<file path="src/hdl/vcl_params.svh">
// offsets, field positions, reset values and counts of the list-entry block
// assumes inclusion by bare name from the package and the design file
`ifndef VCL_PARAMS_SVH
`define VCL_PARAMS_SVH

// -------------------------------------------------------------------------
// sizes
// -------------------------------------------------------------------------
`define VCL_MAX_ENTRIES      16
`define VCL_NUM_ENTRIES      4
`define VCL_ADDR_W           12
// -------------------------------------------------------------------------
// register offsets
// -------------------------------------------------------------------------
`define VCL_MAINT_STATUS_OFF 12'h010
`define VCL_ENTRY_BASE_OFF   12'h100
`define VCL_ENTRY_STRIDE     12'h004
// -------------------------------------------------------------------------
// list entry fields
// -------------------------------------------------------------------------
`define VCL_HW_BIT           31
`define VCL_GROUP_BIT        30
`define VCL_STATE_HI         29
`define VCL_STATE_LO         28
`define VCL_PRIO_HI          27
`define VCL_PRIO_LO          23
`define VCL_EOI_MAINT_BIT    19
`define VCL_PID_HI           19
`define VCL_PID_LO           10
`define VCL_CPU_HI           12
`define VCL_CPU_LO           10
`define VCL_VID_HI           9
`define VCL_VID_LO           0
`define VCL_ENTRY_WMASK      32'hff8f_ffff
// -------------------------------------------------------------------------
// ids, status bits, reset values
// -------------------------------------------------------------------------
`define VCL_SPURIOUS_ID      10'h3ff
`define VCL_SGI_LAST_ID      10'h00f
`define VCL_PPI_LAST_ID      10'h01f
`define VCL_ENTRY_RESET      32'h0000_0000
`define VCL_STATUS_RESET     8'h00
`endif

</file>
<file path="src/hdl/vcl_pkg.sv">
// types shared by the list-entry block
// assumes vcl_params.svh sits beside it
`include "vcl_params.svh"
package vcl_pkg;
    // lifecycle state of one entry
    typedef enum logic [1:0] {
        VCL_INACTIVE   = 2'h0,
        VCL_PENDING    = 2'h1,
        VCL_ACTIVE     = 2'h2,
        VCL_ACT_PEND   = 2'h3
    } vcl_state_type;
endpackage

</file>
<file path="src/hdl/vcl_list_maint.sv">
// list entries of the virtual cpu interface and the maintenance status
// assumes one clock, guest and distributor logic on the same clock
//
// What this block does
// - at most sixteen entries; unimplemented ones RAZ/WI
// - hardware-linked deactivation notifies distributor with physical id
// - deactivate on eoi or deactivate write per mode
// - group bit picks irq/fiq and group enable
// - two-bit state tracks the lifecycle
// - inactive entries skipped except for maintenance
// - five-bit priority; bits 22:20 read zero
// - bit 19 of software entries requests eoi maintenance on deactivate
// - sgi entries return requesting element number
// - hardware entries hold physical id in 19:10
// - physical ids 0-31 target this element's ppi
// - virtual id returned on acknowledge
// - maintenance output needs status bit and enable
// - status register read-only, upper bits zero
// - bit 7: group 1 disabled condition
// - bit 6: group 1 enabled condition
// - bit 5: group 0 disabled condition
// - status bits reset to zero
// - bit 4: group 0 enabled condition
// - bit 3: no entry pending only
// - bit 2: unmatched eoi counter nonzero
// - bit 0: any eoi status bit set
`include "vcl_params.svh"
module vcl_list_maint (
    input  wire logic                     ref_clk_i,
    input  wire logic                     resetn_i,
    // register port
    input  wire logic                     reg_wr_i,
    input  wire logic                     reg_rd_i,
    input  wire logic [`VCL_ADDR_W-1:0]   reg_addr_i,
    input  wire logic [31:0]              reg_wdata_i,
    output logic      [31:0]              reg_rdata_o,
    output logic      [3:0]               entry_count_field_o,
    // hypervisor controls
    input  wire logic                     vif_global_enable_i,
    input  wire logic                     g1_disabled_maint_en_i,
    input  wire logic                     g1_enabled_maint_en_i,
    input  wire logic                     g0_disabled_maint_en_i,
    input  wire logic                     g0_enabled_maint_en_i,
    input  wire logic                     no_pending_maint_en_i,
    input  wire logic                     entry_missing_maint_en_i,
    input  wire logic                     underflow_maint_en_i,
    input  wire logic [4:0]               unmatched_eoi_counter_i,
    // guest controls
    input  wire logic                     guest_split_eoi_mode_i,
    input  wire logic                     guest_fast_irq_select_i,
    input  wire logic                     guest_group0_enable_i,
    input  wire logic                     guest_group1_enable_i,
    // guest requests
    input  wire logic                     guest_ack_i,
    input  wire logic                     guest_eoi_i,
    input  wire logic                     guest_dir_i,
    input  wire logic [9:0]               guest_intr_id_i,
    output logic                          guest_ack_valid_o,
    output logic      [9:0]               guest_ack_vid_o,
    output logic      [2:0]               guest_ack_cpu_o,
    output logic                          virq_o,
    output logic                          vfiq_o,
    // distributor deactivation
    output logic                          dist_deact_valid_o,
    output logic      [9:0]               dist_deact_id_o,
    output logic                          dist_deact_local_o,
    // maintenance
    output logic      [7:0]               maintenance_status_o,
    output logic                          maint_intr_o
);
    localparam int NUM = `VCL_NUM_ENTRIES;

    // -------------------------------------------------------------------------
    // helpers
    // -------------------------------------------------------------------------
    // address of entry idx, only implemented ones match
    function automatic logic entry_hit(input logic [`VCL_ADDR_W-1:0] addr, input int idx);
        logic [`VCL_ADDR_W-1:0] off;
        off = `VCL_ENTRY_BASE_OFF + `VCL_ENTRY_STRIDE * idx[`VCL_ADDR_W-1:0];
        return (idx < NUM) && (addr == off);
    endfunction

    // an entry is signalled if pending, its group is enabled and the global enable is set
    function automatic logic entry_live(input logic [31:0] e);
        logic grp_on;
        grp_on = e[`VCL_GROUP_BIT] ? guest_group1_enable_i : guest_group0_enable_i;
        return vif_global_enable_i && grp_on
            && (e[`VCL_STATE_HI:`VCL_STATE_LO] == vcl_pkg::VCL_PENDING);
    endfunction

    // -------------------------------------------------------------------------
    // storage and per-entry strobes
    // -------------------------------------------------------------------------
    // entry words, eoi flags, write and deactivation hits
    logic [31:0]     entry_q [NUM];
    logic [NUM-1:0]  eoi_flag_q;
    logic [NUM-1:0]  wr_hit;
    logic [NUM-1:0]  deact_hit;
    logic [NUM-1:0]  ack_sel;
    logic            deact_req;
    logic [7:0]      status_d;
    logic [7:0]      status_q;

    // implemented entries minus one, fixed
    assign entry_count_field_o = 4'(NUM - 1);
    // deactivation event depends on split mode
    assign deact_req = guest_split_eoi_mode_i ? guest_dir_i : guest_eoi_i;

    // -------------------------------------------------------------------------
    // entry selection
    // -------------------------------------------------------------------------
    // best pending entry for acknowledge, lowest priority value wins
    always_comb begin
        logic        found;
        logic [4:0]  best;
        found   = 1'b0;
        best    = 5'h1f;
        ack_sel = '0;
        for (int i = 0; i < NUM; i++) begin
            if (entry_live(entry_q[i])
                && (!found || entry_q[i][`VCL_PRIO_HI:`VCL_PRIO_LO] < best)) begin
                found   = 1'b1;
                best    = entry_q[i][`VCL_PRIO_HI:`VCL_PRIO_LO];
                ack_sel = '0;
                ack_sel[i] = 1'b1;
            end
        end
    end

    // entry addressed by a register write
    always_comb begin
        for (int i = 0; i < NUM; i++) begin
            wr_hit[i] = reg_wr_i && entry_hit(reg_addr_i, i);
        end
    end

    // active entry whose virtual id matches the deactivation
    always_comb begin
        for (int i = 0; i < NUM; i++) begin
            deact_hit[i] = deact_req && entry_q[i][`VCL_STATE_HI]
                           && (entry_q[i][`VCL_VID_HI:`VCL_VID_LO] == guest_intr_id_i);
        end
    end

    // -------------------------------------------------------------------------
    // entry storage
    // -------------------------------------------------------------------------
    for (genvar g = 0; g < NUM; g++) begin : g_entry
        // software write wins, else lifecycle moves the state
        always_ff @(posedge ref_clk_i) begin
            if (!resetn_i) begin
                entry_q[g] <= `VCL_ENTRY_RESET;
            end else if (wr_hit[g]) begin
                entry_q[g] <= reg_wdata_i & `VCL_ENTRY_WMASK;
            end else if (guest_ack_i && ack_sel[g]) begin
                entry_q[g][`VCL_STATE_HI:`VCL_STATE_LO] <= vcl_pkg::VCL_ACTIVE;
            end else if (deact_hit[g]) begin
                entry_q[g][`VCL_STATE_HI] <= 1'b0;
            end
        end

        // eoi maintenance flag, set wins over clear by a write
        always_ff @(posedge ref_clk_i) begin
            if (!resetn_i) begin
                eoi_flag_q[g] <= 1'b0;
            end else if (deact_hit[g] && !entry_q[g][`VCL_HW_BIT]
                         && entry_q[g][`VCL_EOI_MAINT_BIT]) begin
                eoi_flag_q[g] <= 1'b1;
            end else if (wr_hit[g]) begin
                eoi_flag_q[g] <= 1'b0;
            end
        end
    end

    // -------------------------------------------------------------------------
    // guest side
    // -------------------------------------------------------------------------
    // group 0 as fiq or irq, group 1 always irq
    always_comb begin
        virq_o = 1'b0;
        vfiq_o = 1'b0;
        for (int i = 0; i < NUM; i++) begin
            if (entry_live(entry_q[i])) begin
                if (!entry_q[i][`VCL_GROUP_BIT] && guest_fast_irq_select_i) begin
                    vfiq_o = 1'b1;
                end else begin
                    virq_o = 1'b1;
                end
            end
        end
    end

    // acknowledge answer, spurious id when nothing pending
    always_ff @(posedge ref_clk_i) begin
        if (!resetn_i) begin
            guest_ack_valid_o <= 1'b0;
            guest_ack_vid_o   <= `VCL_SPURIOUS_ID;
            guest_ack_cpu_o   <= 3'h0;
        end else begin
            guest_ack_valid_o <= guest_ack_i;
            if (guest_ack_i) begin
                guest_ack_vid_o <= `VCL_SPURIOUS_ID;
                guest_ack_cpu_o <= 3'h0;
                for (int i = 0; i < NUM; i++) begin
                    if (ack_sel[i]) begin
                        guest_ack_vid_o <= entry_q[i][`VCL_VID_HI:`VCL_VID_LO];
                        if (!entry_q[i][`VCL_HW_BIT]
                            && entry_q[i][`VCL_VID_HI:`VCL_VID_LO] <= `VCL_SGI_LAST_ID) begin
                            guest_ack_cpu_o <= entry_q[i][`VCL_CPU_HI:`VCL_CPU_LO];
                        end
                    end
                end
            end
        end
    end

    // -------------------------------------------------------------------------
    // distributor side
    // -------------------------------------------------------------------------
    // one-cycle deactivate request for hardware-linked entries
    always_ff @(posedge ref_clk_i) begin
        if (!resetn_i) begin
            dist_deact_valid_o <= 1'b0;
            dist_deact_id_o    <= 10'h000;
            dist_deact_local_o <= 1'b0;
        end else begin
            dist_deact_valid_o <= 1'b0;
            for (int i = 0; i < NUM; i++) begin
                if (deact_hit[i] && entry_q[i][`VCL_HW_BIT]) begin
                    dist_deact_valid_o <= 1'b1;
                    dist_deact_id_o    <= entry_q[i][`VCL_PID_HI:`VCL_PID_LO];
                    dist_deact_local_o <= entry_q[i][`VCL_PID_HI:`VCL_PID_LO]
                                          <= `VCL_PPI_LAST_ID;
                end
            end
        end
    end

    // -------------------------------------------------------------------------
    // maintenance status
    // -------------------------------------------------------------------------
    // live conditions
    always_comb begin
        logic       any_pend;
        logic [4:0] valid_cnt;
        any_pend  = 1'b0;
        valid_cnt = 5'h00;
        for (int i = 0; i < NUM; i++) begin
            if (entry_q[i][`VCL_STATE_HI:`VCL_STATE_LO] == vcl_pkg::VCL_PENDING) begin
                any_pend = 1'b1;
            end
            if (entry_q[i][`VCL_STATE_HI:`VCL_STATE_LO] != vcl_pkg::VCL_INACTIVE
                || eoi_flag_q[i]) begin
                valid_cnt = valid_cnt + 5'h01;
            end
        end
        status_d[7] = g1_disabled_maint_en_i && !guest_group1_enable_i;
        status_d[6] = g1_enabled_maint_en_i && guest_group1_enable_i;
        status_d[5] = g0_disabled_maint_en_i && !guest_group0_enable_i;
        status_d[4] = g0_enabled_maint_en_i && guest_group0_enable_i;
        status_d[3] = no_pending_maint_en_i && !any_pend;
        status_d[2] = entry_missing_maint_en_i && (unmatched_eoi_counter_i != 5'h00);
        status_d[1] = underflow_maint_en_i && (valid_cnt <= 5'h01);
        status_d[0] = |eoi_flag_q;
    end

    // status flops, cleared by reset
    always_ff @(posedge ref_clk_i) begin
        if (!resetn_i) begin
            status_q <= `VCL_STATUS_RESET;
        end else begin
            status_q <= status_d;
        end
    end

    // status out; the interrupt also needs the global enable
    assign maintenance_status_o = status_q;
    assign maint_intr_o         = vif_global_enable_i && (|status_q);

    // -------------------------------------------------------------------------
    // register reads
    // -------------------------------------------------------------------------
    // one-cycle read data, unmapped and unimplemented read zero
    always_ff @(posedge ref_clk_i) begin
        if (!resetn_i) begin
            reg_rdata_o <= 32'h0000_0000;
        end else if (reg_rd_i) begin
            reg_rdata_o <= 32'h0000_0000;
            if (reg_addr_i == `VCL_MAINT_STATUS_OFF) begin
                reg_rdata_o <= {24'h00_0000, status_q};
            end
            for (int i = 0; i < NUM; i++) begin
                if (entry_hit(reg_addr_i, i)) begin
                    reg_rdata_o <= entry_q[i];
                end
            end
        end
    end

endmodule // vcl_list_maint

</file>
<file path="config.mk">
export PLATFORM = sky130hd
export DESIGN_NAME = vcl_list_maint
export DESIGN_NICKNAME = d
export VERILOG_FILES = /design/src/hdl/vcl_pkg.sv /design/src/hdl/vcl_list_maint.sv
export VERILOG_INCLUDE_DIRS = /design/src /design/src/hdl
export SDC_FILE = /design/constraint.sdc
export NUM_CORES = 1
export LEC_CHECK = 0
export BUFFER_PORTS_ARGS = -buffer_cell sky130_fd_sc_hd__buf_4
export CAP_MARGIN = 20
export CORE_UTILIZATION = 62
export DETAILED_ROUTE_END_ITERATION = 12
export PLACE_DENSITY = 0.88
export SLEW_MARGIN = 25
export SYNTH_ARGS = -nofsm -noshare
export SYNTH_HDL_FRONTEND = slang
export SYNTH_SLANG_ARGS = --single-unit
</file>
<file path="constraint.sdc">
create_clock -name ref_clk_i -period 23.1 [get_ports ref_clk_i]
set_clock_uncertainty 0.2 [all_clocks]
set_input_delay 4.62 -clock ref_clk_i [delete_from_list [all_inputs] [get_ports ref_clk_i]]
set_output_delay 4.62 -clock ref_clk_i [all_outputs]
set_load 0.05 [all_outputs]
</file>
# Word-level counts from Yosys, hierarchy flattened
# Memories as Yosys holds them, arrays and structs flattened.
# Cells that the tools add are included.
dict set report classes {
  addsub 3
  n_mul 0
  n_div 0
  magnitude_cmp 12
  n_eq_ne 13
  shift 0
  n_mux 137
  bitwise 12
  n_reduce_logical 88
}
# op count
set ops {}
lappend ops {{$mux 32} 4}
lappend ops {{$mux 29} 4}
lappend ops {{$mux 1} 99}
lappend ops {{$mux 10} 8}
lappend ops {{$logic_and 1x1->1} 55}
lappend ops {{$eq 12x9->1 const B} 4}
lappend ops {{$eq 10x10->1} 4}
lappend ops {{$le 10x4->1 const B} 4}
lappend ops {{$le 10x5->1 const B} 4}
lappend ops {{$mux 5} 6}
lappend ops {{$mux 3} 9}
lappend ops {{$reduce_bool 2->1} 8}
lappend ops {{$add 5x1->5 const B} 3}
lappend ops {{$lt 5x5->1} 3}
lappend ops {{$logic_not 1->1} 14}
lappend ops {{$eq 12x5->1 const B} 1}
lappend ops {{$or 1x1->1} 12}
lappend ops {{$mux 2} 5}
lappend ops {{$eq 2x1->1 const B} 4}
lappend ops {{$mux 8} 1}
lappend ops {{$reduce_or 8->1} 1}
lappend ops {{$logic_or 1x1->1} 7}
lappend ops {{$le 5x1->1 const B} 1}
lappend ops {{$reduce_bool 5->1} 1}
lappend ops {{3 further kinds} 3}
dict set report word_totals {
  reg_bits 70
  latchBits 0
  ram_bits 116
  romBits 0
  inputBits 78
  output_inout_bits 73
  word_cells 278
  n_memories 1
}
# name depth word_bits rd rd_ports_with_merged_regs wr line_no
set mem_list {}
lappend mem_list {entry_q 4 29 4 0 4 vcl_list_maint.sv:95} ;# logic [31:0] entry_q [NUM];

# Logic depth before layout (Yosys ltp)
# An unclocked memory read counts as a cell.
dict set report depth {
  depth_word 24
  depth_mapped 33
  ltp_nobuf 28
}

# Least setup slack after synthesis
# Ideal clock, no wire load.
dict set report synth_timing {
  path_type {input-to-reg}
  startpoint {in guest_group1_enable_i}
  endpoint {mem entry_q[0][26] in the netlist's numbering, enable pin}
  setup_ps 255
  t_arrival_ps 10628
  t_required_ps 22645
  slack_ps 12017
  path_stages 33
  path_buffers 5
  cell_sequence {mux2_2 > nand3_1 > clkbuf_1 > nor2_1 > ha_1 > nand3b_1 > a21oi_1 > a31o_2 > clkbuf_1 > clkbuf_1 > nand2_1 > o21ai_0 > ha_1 > a211oi_1 > nor2_1 > or3_4 > or2_2 > o21ai_1 > or2_2 > buf_2 > nand2_1 > o21a_1 > ha_1 > a211oi_1 > nor2_1 > nor3_1 > nand2_1 > a211oi_1 > nor2b_1 > o2bb2ai_2 > buf_6 > nand3_2 > or3b_1}
}
# element line_no
set synth_rtl {}
lappend synth_rtl {{start, declared} vcl_list_maint.sv:52} ;# input wire logic guest_group1_enable_i,
lappend synth_rtl {{end, declared} vcl_list_maint.sv:95}

==> summary.md <==
| Metric | Value |
|---|---|
| Deepest clock path buffer count | `2` |
| Kind of start point of the critical path | `input port` |
| N_diodes | `0` |
| Max-Cap Viols | `0` |
| Place WS | `11.21 ns` |
| Antenna-violating nets left | `0` |
| Gpl congestion | `0.974` |
| Port bufs | `140` |
| #FFs+latches synth | `183` |
| Final worst path period need | `11.70 ns` |
| CP Class | `input port to flop` |
| GR Overflow Total | `0` |
| Hold Slack | `0.273 ns` |
| Netlist cell types | `68` |
| Skew-Pair Late Insertion Delay | `0.44 ns` |
| Outcome | `finished, final reports clean` |
| Final Cycle Share | `50.6%` |
| Register area share after synthesis | `50.0%` |
| CTS clock-pin slew for the worst setup and hold paths | `0.07 ns` |
| Post-route setup slack | `11.40 ns` |
| DRT met1 WL | `10.9 mm` |
| Nets@finish | `1,111` |
| Via count | `8,044` |
| CP peak stage delay | `0.57 ns` |
| Origin of the critical flop-to-flop path | `entry_q[0][26]` |
| Top sig layer | `met4` |
| Buf/Inv on CP | `2` |
| CP top delay family | `simple AND/OR/NAND/NOR gates` |
| Peak supply drop | `0.0000522 V` |
| Die H | `127 µm` |
| Initial antenna violation count | `0` |
| Initial Util | `63.4%` |
| Peak Freq | `85.5 MHz` |
| Number of flops mapped to enable cells by yosys | `116` |
| Post-route setup TNS | `0 ns` |
| Post-CTS Repair Setup Buffers | `0` |
| RSZ-0062 raised after global routing | `no` |
| Top_reg_cell synth | `edfxtp_1` |
| Hpwl dp | `18.8 mm` |
| WL/cell | `23.3 µm` |
| Final Setup Violations | `0` |
| Number of synthesis warnings | `0` |
| Vias in the first global route | `7,926` |
| CTS root buffer | `clkbuf_16` |
| Syn_area_per_cell | `10.5 µm²` |
| Met3 WL | `2.64 mm` |
| Nature of the critical path endpoint | `flop` |
| HP Start | `eoi_flag_q[1]` |
| H-tree depth | `4` |
| Post-Syn Instances | `919` |
| Std-Cell Core Area | `0.0152 mm²` |
| Yosys top cell by area | `edfxtp_1` |
| Synth top area share | `36.1%` |
| GR Util All Layers | `36.6%` |
| Worst-Margin Slew | `1.07 ns` |
| Power Total | `743 µW` |
| Max FO, Critical Path | `20` |
| Standard-cell rows | `45` |
| Post-Syn Area | `0.00964 mm²` |
| DIE WIDTH | `127 µm` |
| IO Count | `151` |
| Worst setup path startpoint | `guest_group1_enable_i` |
| Arrival time of the worst setup path | `11.69 ns` |
| CTS tree | `done` |
| DIE AREA | `0.0161 mm²` |
| Area contributors post-synth | `edfxtp_1 36%, dfxtp_1 14%, and2_1 7.5%` |
| Leakage Power | `0.00431 µW` |
| Normalized max-slew margin | `27.9%` |
| CTS Buf Count | `17` |
| Post-CTS Hold Fix Bufs | `0` |
| Final Hold Vio Count | `0` |
| Largest net degree at the start of global routing | `86` |
| Slew Viols, Final | `0` |
| Slowest stage cell, crit path | `nand3_1` |
| Crit path top cell by count | `nor2_1` |
| Starting DRC count in detailed routing | `1,104` |
| CTS Sinks | `183` |
| Power Dens Cells | `65.7 mW/mm²` |
| DRT Wirelength | `28.5 mm` |
| Post-CTS sizing | `0` |
| Worst Hold Class | `flop to flop` |
| Async set-or-reset flop fraction in the synthesized netlist | `0%` |
| WL met2 | `13.8 mm` |
| Share of layout cells above drive strength 1 | `21.4%` |
| Post-route DRC | `0` |
| Global-route wire length before repair | `43.6 mm` |
| Vias per inst | `6.59` |
| 1st-pass router iterations | `6` |
| Data required time at the worst endpoint | `23.10 ns` |
| Area grow syn2layout | `17.2%` |
cell type report:
type                    count  area (µm²)
clock inverters            11         105
multi-input cells         662        4520
inverters                   5        18.8
flip-flops and latches    183        4820
clock buffers              21         460
well taps                 188         235
repair buffers            151        1140
fillers                  1097        3900
cells in the final DEF, fill, tap and decap left out, types with 17 or more instances in the layout:
cell	netlist	final
o21ai_0	65	65
and2_1	115	115
nor2b_1	19	19
xnor2_1	41	41
clkbuf_16	0	17
mux2_2	18	18
nand4_1	22	22
a22oi_1	50	50
buf_4	8	150
nor2_1	29	29
dfxtp_1	67	67
mux2i_1	30	30
nand2_1	51	49
edfxtp_1	116	116
a31oi_1	31	31
cells by family after synthesis:
family	Yosys count	share of synthesized area, %
simple gates	324	19.3
xor+xnor	42	3.81
flops	183	50.0
other cells	2	0.0779
fa+ha+maj	13	1.69
buf+inv	79	3.61
mux	49	5.33
compound gates	227	16.1
metal layers:
metal  up-vias  global-route usage, %
li1       3614                      -
met1      3846                   46.6
met2       491                   59.5
met3        93                   6.71
met4         0                   20.2
met5         -                      0
cells in the mapped netlist, types with 18 or more instances:
master and number:
xnor2_1 41, o21ai_0 65, nor2b_1 19, mux2_2 18, nand4_1 22, a22oi_1 50, edfxtp_1 116, and2_1 115
dfxtp_1 67, nand2_1 51, a31oi_1 31, mux2i_1 30, clkbuf_1 56, nor2_1 29
power breakdown:
part           switching [µW]  internal (µW)  leakage (µW)
combinational            54.6           32.1       0.00238
clock                     132            148      0.000276
sequential               14.8            362       0.00166
total                     201            541       0.00431
tightest hold or removal path, stage by stage (launching register included):
cell,delay [ns]
dfxtp_1,0.33
nand3_1,0.06
nand2_1,0.04
final timing paths:
| check | slack, ns | cells after the start | endpoint |
|---|---|---|---|
| max | 11.40 | 29 | entry_q[0][26] |
| min | 0.27 | 2 | eoi_flag_q[1] |
| max reg2reg | 15.14 | 28 | entry_q[0][26] |
| min reg2reg | 0.27 | 2 | eoi_flag_q[1] |
flip-flops by register name, summed over array words and instances, names as in the netlist, 3 cells and up:
register,count
maintenance_status_o,8
reg_rdata_o,29
entry_q,116
dist_deact_id_o,10
guest_ack_cpu_o,3
guest_ack_vid_o,10
eoi_flag_q,4
stage by stage:
stage,std cells,utilization [%],area [µm²]
floorplan,924,-,9660
global placement,1188,70.5,10700
detailed placement,1189,70.6,10700
CTS,1221,74.3,11300
global route,1221,74.3,11300
finish,1221,74.3,11300
No activity file was read; power rests on OpenSTA's default activity.
